[src/common/sdc_pkg.sv]
// Shared constants and types for the DRAM command link.
package sdc_pkg;
    localparam int BANKS = 2;
    localparam int ADDR_W = 11;
    localparam int DATA_W = 16;
    localparam int PFLAG_BIT = 10;
    localparam int CLK_PERIOD_NS = 50;
    // Strobe codes {cs_n, ras_n, cas_n, we_n}.
    localparam logic [3:0] CMD_ACT = 4'h3;
    localparam logic [3:0] CMD_WRITE = 4'h4;
    localparam logic [3:0] CMD_READ = 4'h5;
    localparam logic [3:0] CMD_MRS = 4'h0;
    localparam logic [3:0] CMD_BSTOP = 4'h6;
    localparam logic [3:0] CMD_PRE = 4'h2;
    localparam logic [3:0] CMD_REF = 4'h1;
    localparam logic [3:0] CMD_NOP = 4'h7;
    // Burst length code kept in low address bits of mode set.
    localparam logic [2:0] BL_FULL = 3'h7;
    localparam logic [8:0] FULL_PAGE_LEN = 9'h100;
    // Row cycle, precharge and row active waits, nanoseconds, and derived cycles.
    localparam int ROW_CYCLE_NS = 60;
    localparam int PRE_NS = 18;
    localparam int RAS_NS = 42;
    localparam int ROW_CYCLE_CYC = (ROW_CYCLE_NS + CLK_PERIOD_NS - 1) / CLK_PERIOD_NS;
    localparam int PRE_CYC = (PRE_NS + CLK_PERIOD_NS - 1) / CLK_PERIOD_NS;
    localparam int RAS_CYC = (RAS_NS + CLK_PERIOD_NS - 1) / CLK_PERIOD_NS;
    localparam logic [3:0] CAS_LAT = 4'h2;
    typedef enum logic [2:0] {
        SDC_RUN, SDC_SUSPEND, SDC_PDOWN, SDC_SELF
    } sdc_mode_t;
endpackage

[src/common/sdc_if.sv]
// Pin-level link between memory controller and DRAM device.
`timescale 1ns/1ps
`default_nettype none
interface sdc_if;
    logic cke;
    logic cs_n;
    logic ras_n;
    logic cas_n;
    logic we_n;
    logic bank_sel;
    logic [10:0] addr;
    logic upper_byte_mask;
    logic lower_byte_mask;
    logic [15:0] dq_to_mem;
    logic [15:0] dq_from_mem;
    logic dq_mem_oe_n;
    modport ctrl (output cke, cs_n, ras_n, cas_n, we_n, bank_sel, addr, upper_byte_mask,
        lower_byte_mask, dq_to_mem, input dq_from_mem, dq_mem_oe_n);
    modport mem (input cke, cs_n, ras_n, cas_n, we_n, bank_sel, addr, upper_byte_mask,
        lower_byte_mask, dq_to_mem, output dq_from_mem, dq_mem_oe_n);
endinterface
`default_nettype wire

[src/rtl/sdc_mem.sv]
// DRAM device end: command decode, banks, modes and data lanes.
// Behaviour
// Address flag high adds auto-precharge to access.
// Read precharge starts latency clocks before end.
// No commands interrupt an auto-precharge burst.
// No auto-precharge with full page bursts.
// Write precharge starts one clock after data.
// Wait write-to-open time before reactivating.
// Activate to auto-precharge meets row-active time.
// Precharge code closes an activated bank.
// Flag high closes all, low one bank.
// Reactivate after precharge time before access.
// Self refresh code with gate low, idle.
// Self refresh ignores all but gate; exits.
// Refresh bursts recommended around self refresh.
// Gate low idle enters power down.
// After power down exit, no-operation follows.
// No-operation never ends running burst.
// Deselect acts as no-operation.
// Gate low with bank active suspends.
// Suspend ignores commands, exits one clock late.
// Commands latched with gate high previous cycle.
// Burst stop only during full page burst.
// Power down during burst becomes suspend.
// Byte mask blocks write and read lanes; on reads either mask bit turns off both lanes.
`timescale 1ns/1ps
`default_nettype none
module sdc_mem
    import sdc_pkg::*;
(
    input wire logic ref_clk,
    input wire logic srst,
    sdc_if.mem link,
    output logic [1:0] bank_open,
    output logic self_refresh,
    output logic powered_down,
    output logic suspended
);
    logic cke_prev_ff;
    logic [1:0] open_ff;
    sdc_mode_t mode_ff;
    logic [2:0] bl_ff;
    logic [8:0] burst_left_ff;
    logic burst_wr_ff;
    logic burst_ap_ff;
    logic burst_bank_ff;
    logic ap_pend_ff;
    logic ap_bank_ff;
    logic [15:0] mem_ff [0:255];
    logic [7:0] col_ff;
    logic [15:0] rd_ff;
    logic rd_oe_n_ff;
    logic suspend_arm_ff;
    logic [1:0] close_mask;
    logic [3:0] cmd;
    logic run;
    logic in_burst;
    logic [8:0] blen;
    logic [1:0] lane_mask;
    logic [15:0] wr_merged;
    logic ap_fire;

    assign cmd = link.cs_n ? CMD_NOP : {1'b0, link.ras_n, link.cas_n, link.we_n};
    assign run = (mode_ff == SDC_RUN) && cke_prev_ff;
    assign in_burst = burst_left_ff != 9'h0;
    assign blen = (bl_ff == BL_FULL) ? FULL_PAGE_LEN : (9'h1 << bl_ff[1:0]);
    assign lane_mask = {link.upper_byte_mask, link.lower_byte_mask};
    assign wr_merged = {lane_mask[1] ? mem_ff[col_ff][15:8] : link.dq_to_mem[15:8],
        lane_mask[0] ? mem_ff[col_ff][7:0] : link.dq_to_mem[7:0]};
    // A read precharges once CAS latency beats are left, final beat included; a write one clock after its final beat.
    assign ap_fire = burst_ap_ff && (burst_wr_ff ? burst_left_ff == 9'h1
        : burst_left_ff <= 9'(CAS_LAT));
    assign close_mask = link.addr[PFLAG_BIT] ? 2'b11 : (2'b01 << link.bank_sel);

    always_ff @(posedge ref_clk) begin
        if (srst) begin
            cke_prev_ff <= 1'b0;
            open_ff <= 2'b00;
            mode_ff <= SDC_RUN;
            bl_ff <= 3'h0;
            burst_left_ff <= 9'h0;
            burst_wr_ff <= 1'b0;
            burst_ap_ff <= 1'b0;
            burst_bank_ff <= 1'b0;
            ap_pend_ff <= 1'b0;
            ap_bank_ff <= 1'b0;
            col_ff <= 8'h0;
            rd_ff <= 16'h0;
            rd_oe_n_ff <= 1'b1;
            suspend_arm_ff <= 1'b0;
        end else begin
            cke_prev_ff <= link.cke;
            rd_oe_n_ff <= 1'b1;
            case (mode_ff)
                SDC_RUN: begin
                    if (ap_pend_ff) begin
                        open_ff[ap_bank_ff] <= 1'b0;
                        ap_pend_ff <= 1'b0;
                    end
                    // The arm must fire even though the low gate has already stopped decode.
                    if (suspend_arm_ff) begin
                        mode_ff <= SDC_SUSPEND;
                        suspend_arm_ff <= 1'b0;
                    end
                    if (run) begin
                        if (!link.cke) begin
                            // Burst or open bank turns gate low into suspend, one clock later.
                            if (in_burst || open_ff != 2'b00) begin
                                suspend_arm_ff <= 1'b1;
                            end else if (cmd == CMD_REF) begin
                                mode_ff <= SDC_SELF;
                            end else begin
                                mode_ff <= SDC_PDOWN;
                            end
                        end
                        if (in_burst) begin
                            burst_left_ff <= burst_left_ff - 9'h1;
                            col_ff <= col_ff + 8'h1;
                            if (burst_wr_ff) begin
                                mem_ff[col_ff] <= wr_merged;
                            end else begin
                                rd_ff <= mem_ff[col_ff];
                                rd_oe_n_ff <= |lane_mask;
                            end
                            if (ap_fire && !burst_wr_ff) begin
                                open_ff[burst_bank_ff] <= 1'b0;
                            end
                            if (burst_left_ff == 9'h1 && burst_ap_ff && burst_wr_ff) begin
                                ap_pend_ff <= 1'b1;
                                ap_bank_ff <= burst_bank_ff;
                            end
                        end
                        case (cmd)
                            CMD_ACT: open_ff[link.bank_sel] <= 1'b1;
                            CMD_PRE: open_ff <= open_ff & ~close_mask;
                            CMD_MRS: bl_ff <= link.addr[2:0];
                            CMD_BSTOP: begin
                                if (bl_ff == BL_FULL) begin
                                    burst_left_ff <= 9'h0;
                                end
                            end
                            CMD_READ, CMD_WRITE: begin
                                if (open_ff[link.bank_sel]) begin
                                    burst_left_ff <= blen;
                                    burst_wr_ff <= (cmd == CMD_WRITE);
                                    burst_ap_ff <= link.addr[PFLAG_BIT];
                                    burst_bank_ff <= link.bank_sel;
                                    col_ff <= link.addr[7:0];
                                end
                            end
                            default: begin
                            end
                        endcase
                    end
                end
                SDC_SUSPEND: begin
                    if (link.cke) begin
                        mode_ff <= SDC_RUN;
                    end
                end
                SDC_PDOWN, SDC_SELF: begin
                    if (link.cke) begin
                        mode_ff <= SDC_RUN;
                    end
                end
                default: mode_ff <= SDC_RUN;
            endcase
        end
    end

    assign link.dq_from_mem = rd_ff;
    assign link.dq_mem_oe_n = rd_oe_n_ff;
    assign bank_open = open_ff;
    assign self_refresh = mode_ff == SDC_SELF;
    assign powered_down = mode_ff == SDC_PDOWN;
    assign suspended = mode_ff == SDC_SUSPEND;
endmodule
`default_nettype wire

[src/flat_wrapper.sv]
// flat-port wrapper written by rule: the top's interface ports become plain ports
module sdc_mem_flat import sdc_pkg::*;
  (ref_clk, srst, bank_open, self_refresh, powered_down, suspended, link_cke, link_cs_n, link_ras_n, link_cas_n, link_we_n, link_bank_sel, link_addr, link_upper_byte_mask, link_lower_byte_mask, link_dq_to_mem, link_dq_from_mem, link_dq_mem_oe_n);
  sdc_if link_i ();
  input wire logic ref_clk;
  input wire logic srst;
  output logic [1:0] bank_open;
  output logic self_refresh;
  output logic powered_down;
  output logic suspended;
  input wire logic [$bits(link_i.cke)-1:0] link_cke;
  input wire logic [$bits(link_i.cs_n)-1:0] link_cs_n;
  input wire logic [$bits(link_i.ras_n)-1:0] link_ras_n;
  input wire logic [$bits(link_i.cas_n)-1:0] link_cas_n;
  input wire logic [$bits(link_i.we_n)-1:0] link_we_n;
  input wire logic [$bits(link_i.bank_sel)-1:0] link_bank_sel;
  input wire logic [$bits(link_i.addr)-1:0] link_addr;
  input wire logic [$bits(link_i.upper_byte_mask)-1:0] link_upper_byte_mask;
  input wire logic [$bits(link_i.lower_byte_mask)-1:0] link_lower_byte_mask;
  input wire logic [$bits(link_i.dq_to_mem)-1:0] link_dq_to_mem;
  output wire logic [$bits(link_i.dq_from_mem)-1:0] link_dq_from_mem;
  output wire logic [$bits(link_i.dq_mem_oe_n)-1:0] link_dq_mem_oe_n;
  assign link_i.cke = link_cke;
  assign link_i.cs_n = link_cs_n;
  assign link_i.ras_n = link_ras_n;
  assign link_i.cas_n = link_cas_n;
  assign link_i.we_n = link_we_n;
  assign link_i.bank_sel = link_bank_sel;
  assign link_i.addr = link_addr;
  assign link_i.upper_byte_mask = link_upper_byte_mask;
  assign link_i.lower_byte_mask = link_lower_byte_mask;
  assign link_i.dq_to_mem = link_dq_to_mem;
  assign link_dq_from_mem = link_i.dq_from_mem;
  assign link_dq_mem_oe_n = link_i.dq_mem_oe_n;
  sdc_mem u_core (.ref_clk(ref_clk), .srst(srst), .link(link_i), .bank_open(bank_open), .self_refresh(self_refresh), .powered_down(powered_down), .suspended(suspended));
endmodule
[config.mk]
export PLATFORM = sky130hd
export DESIGN_NAME = sdc_mem_flat
export DESIGN_NICKNAME = d
export VERILOG_FILES = /design/src/common/sdc_pkg.sv /design/src/common/sdc_if.sv /design/src/rtl/sdc_mem.sv /design/src/flat_wrapper.sv
export SDC_FILE = /design/constraint.sdc
export NUM_CORES = 2
export LEC_CHECK = 0
export ABC_AREA = 1
export BUFFER_PORTS_ARGS = -buffer_cell sky130_fd_sc_hd__buf_2
export CAP_MARGIN = 20
export CELL_PAD_IN_SITES_DETAIL_PLACEMENT = 1
export CELL_PAD_IN_SITES_GLOBAL_PLACEMENT = 2
export CORE_MARGIN = 3
export CORE_UTILIZATION = 30
export CTS_BUF_LIST = sky130_fd_sc_hd__clkbuf_8
export CTS_CLUSTER_DIAMETER = 30
export DETAILED_ROUTE_END_ITERATION = 12
export PLACE_DENSITY = 0.61
export SYNTH_ARGS = -nofsm -noshare
export SYNTH_HDL_FRONTEND = slang
export SYNTH_SLANG_ARGS = --single-unit
[constraint.sdc]
create_clock -name ref_clk -period 17.1 [get_ports ref_clk]
set_input_delay 0.855 -clock ref_clk [delete_from_list [all_inputs] [get_ports ref_clk]]
set_output_delay 0.855 -clock ref_clk [all_outputs]
set_load 0.005 [all_outputs]
After elaboration in Yosys (flattened, before gate mapping)
Memories as Yosys holds them, arrays and structs flattened. A register that Yosys moved wholly into a read port is not among the register bits. Cells that the tools add are included.

Memories kept: 1. RAM bits: 4096. Word-level logic and storage cells: 124. Latch bits: 0. Register bits: 49. Bits of input ports: 37. Bits in read-only memories: 0.

Multiply operators: 0. Shift operators: 2. Eq/ne operators: 12. Reduce and logical (&&, ||, !) cells: 23. Add/sub/neg operators: 2. Mux-type cells: 52. Magnitude comparators: 7. Bitwise operators: 11. Divide/modulo/power cells: 0.

Memory list: u_core.mem_ff (depth 256, width 16, read ports 1, clocked after memory_dff 1, write ports 1, line sdc_mem.sv:49) `logic [15:0] mem_ff [0:255];`.

Operators by type and width (count): $mux 8 (7); $mux 9 (4); $mux 2 (10); $mux 1 (19); $mux 3 (6); $pmux 9 s2 (1); $eq 4x3->1 const B (3); $reduce_and 4->1 (3); $eq 9x1->1 const B (1); $le 9x2->1 const B (1); $reduce_bool 9->1 (1); $shl 1x2->9 const A (1); $sub 9x1->9 const B (1); $add 8x1->8 const B (1); $eq 4x2->1 const B (2); $logic_and 1x1->1 (8); $and 2x2->2 (3); $eq 3x2->1 const B (2); $lt 1x2->1 const B (3); $not 2->2 (3); $pmux 3 s2 (1); $reduce_or 5->1 (1); $eq 4x1->1 const B (1); $logic_not 4->1 (1); other kinds (17) (25).

Longest topological paths before layout
Depth in word-level cells: 18. Gate-level depth with buffers: 15. Mapped depth without buffers: 13.

Least setup slack after synthesis
Ideal clock, no wire load.

Path type: register to register. Start point: reg (tool-made name). End point: mem u_core.mem_ff[0][13], data pin. Required time: 14913 ps. Slack: 3418 ps. Period minus slack after synthesis: 13682 ps. Arrival: 11495 ps. Cell stages (with the launch flop): 15. Cell sequence: dfxtp_1 buf_4 buf_4 buf_4 clkbuf_1 nand2_1 nand3_1 nand3_1 nand3_1 nand3_1 nand3_1 nand3_1 nand3_1 nand2_1 o21ai_0.

RTL lines (line): to (decl) (sdc_mem.sv:49).

==> results.md <==
- Register bit total from synthesis: 4153
- Tmin final: 8.84 ns
- Crit-path max FO: 132
- Least-Margin Pin Slew: 1.44 ns
- Fmax: 113 MHz
- Worst-path clk slew: 0.05 ns
- Avg Cell Area, Syn: 12.0 um^2
- Slew Viols, Final: 0
- Pre-antenna DRT Iters: 5
- Cell taking the most area after synthesis: edfxtp_1
- Longest Clk Path Bufs: 5
- Critical path type: reg2reg
- Final Total Pwr: 25.0 mW
- Die height: 752 um
- Synth area leaders: edfxtp_1 74%, nand3_1 12%, nand2_1 9.4%
- Total track usage: 0.202
- Relative slew slack: 0.0404
- Lkg Pwr: 70.0 nW
- FF+latch area: 124000 um^2
- Placed insts: 20900
- I/O pin total: 59
- Synth Net Count: 13934
- RSZ-0062 raised after global routing: false
- Max Cap Violations: 0
- Synth top area share: 0.737
- Synth cell count leaders: 4188 x nand2_1, 4096 x edfxtp_1, 4090 x nand3_1
- Num CTS Buffers: 1117
- Post-synth ARST share: 0
- Sequential area share after synthesis: 0.744
- Antenna violations before repair: 27
- Area of the multi-input gates: 38700 um^2
- Warnings, synthesis: 0
- CTS tree: done
- # resized after CTS: 0
- Clock sinks: 4153
- H-tree depth: 7
- RePlAce Congestion: 0.763
- Fin cells: 22835
- Clock Root Buffer: clkbuf_8
- Ys flop type: edfxtp_1
- Largest net degree at the start of global routing: 182
- Post-synthesis to final-layout area growth: 19.3%
- Die ar.: 565000 um^2
- Fin crit share: 0.517
- Fin nets: 14663
- CP Capture Type: flop
- Vias: 113461
- Initial Utilization: 0.301
- Area of the mapped netlist: 167000 um^2
- CP required: 18.03 ns
- Fillers: 59388
- Status: completed
- Min-Delay Path Class: in2reg
- Setup crit start kind: flop
- Post-DP HPWL: 312 mm
- CP Data Arrival Time: 9.77 ns
- Global-route wire length before repair: 827 mm
- Final Util: 0.360
- Placeable Area: 554000 um^2
- Post-Route WL: 578 mm
- Distinct cell type count after synthesis: 38
- Worst Clk Skew: 0.114 ns
- TNS Setup: 0 ns
- Die W: 752 um
- Routed Antenna Nets: 0
- Worst r2r path cells: 17
- Setup Viol. Count Final: 0
- Wire per inst: 25.3 um
- Drt first-iter violations: 9161
- VDD IR max: 0.0700 mV
- Vias in the first global route: 115410
- Floorplan row count: 273
- Vias per Instance: 4.97
- Placed instance area: 177000 um^2
- Post-synth EDFFs: 4096
- Most numerous cell in the Yosys netlist: nand2_1
- Layout cell share with drive strength beyond 1: 0.138
- Clock latency on the worst-skew pair: 1.37 ns
- DRC: 0
- Synth Instances: 13889
- Endpoints failing hold: 0
- IO buf count: 56
- GRT overflow: 0
- Hold Crit Depth: 3
- Power per standard cell area: 126 nW/um^2
- Cell area after layout: 199000 um^2
flip-flops by register name, summed over array words and instances (netlist names), named ones only:
name	flops
u_core.cke_prev_ff	1
u_core.bank_open	2
u_core.suspend_arm_ff	1
u_core.burst_ap_ff	1
u_core.ap_pend_ff	1
u_core.link.dq_from_mem	16
u_core.burst_wr_ff	1
u_core.burst_left_ff	9
u_core.burst_bank_ff	1
u_core.mode_ff	3
u_core.link.dq_mem_oe_n	1
u_core.col_ff	8
u_core.bl_ff	3
u_core.ap_bank_ff	1
u_core.mem_ff	4096
critical path, stage by stage (launching register included):
cell,delay (ns)
dfxtp_4,0.75
buf_4,0.75
buf_12,0.54
buf_12,0.45
buf_4,0.75
nand2_1,0.10
nand3_1,0.12
nand3_1,0.09
nand3_1,0.13
nand3_1,0.18
nand3_1,0.38
nand3_1,0.37
nand3_1,0.29
nand2_1,0.38
o21ai_4,0.24
buf_4,0.86
buf_4,0.83
buf_12,0.47
report_power, final:
part | total [mW] | internal (mW) | switching (mW)
Combinational | 0.925 | 0.174 | 0.751
Sequential | 11.3 | 11.3 | 0.00688
Clock | 12.8 | 7.85 | 4.91
Total | 25.0 | 19.3 | 5.67
metal layers:
metal	wire (um)	vias up	global-route usage
met3	29400	758	0.0393
met1	262000	58264	0.275
met5	0	-	0
met2	272000	3027	0.322
li1	-	51412	-
met4	14200	0	0.0677
path summary, 6_finish.rpt:
check	start	endpoint	slack, ns
min	link_dq_to_mem[13]	u_core.mem_ff[17][13]	0.16
max reg2reg	flop	u_core.mem_ff[160][0]	8.26
max	flop	u_core.mem_ff[160][0]	8.26
min reg2reg	u_core.suspend_arm_ff	u_core.suspend_arm_ff	0.46
cells by family (layout without fill, tap and decap cells):
group / after synthesis / after routing / synth area share
other: 1 / 24 / 0.0000225
buffers and inverters: 1010 / 2508 / 0.0271
DFF: 4153 / 4153 / 0.744
AOI/OAI and AO/OA: 116 / 116 / 0.00382
xor gates and xnor gates: 1 / 1 / 0.0000525
adders and majority gates: 8 / 8 / 0.000600
and+or+nand+nor: 8600 / 8600 / 0.225
placed cells by master (no fill, tap or decap), types with 24 or more instances in the layout:
| cell | synthesis | layout |
|---|---|---|
| nand2_1 | 4188 | 4180 |
| edfxtp_1 | 4096 | 4096 |
| nand3_1 | 4090 | 4082 |
| clkbuf_8 | 0 | 1156 |
| buf_4 | 19 | 441 |
| nor2_1 | 284 | 259 |
| inv_1 | 54 | 237 |
| clkinv_1 | 0 | 191 |
| clkinv_2 | 1 | 186 |
| bufinv_16 | 0 | 108 |
| buf_2 | 525 | 56 |
| clkinvlp_4 | 0 | 54 |
| dfxtp_1 | 57 | 50 |
| buf_12 | 0 | 40 |
| o21ai_0 | 55 | 39 |
| a21oi_1 | 39 | 39 |
| dlygate4sd3_1 | 0 | 24 |
final cells by class:
type	count	share of cell area
flip-flops and latches	4153	0.624
multi-input cells	8726	0.194
clock buffers	1156	0.0799
well taps	7425	0.0467
clock inverters	732	0.0304
repair buffers	561	0.0233
inverters	59	0.00129
diodes	23	0.000289
through the flow:
stage	worst slack (ns)	hold slack [ns]
global route	7.88	0.0952
CTS	8.27	0.00331
detailed placement	8.37	0.463
floorplan	3.42	0.437
global placement	8.39	0.457
finish	8.26	0.158
what timing repair did:
item / 4_1_cts / 5_1_grt
hold endpoints to repair: 38 / 0
setup buffers: 0 / 0
hold buffers: 24 / 0
No activity file was read; power rests on OpenSTA's default activity.
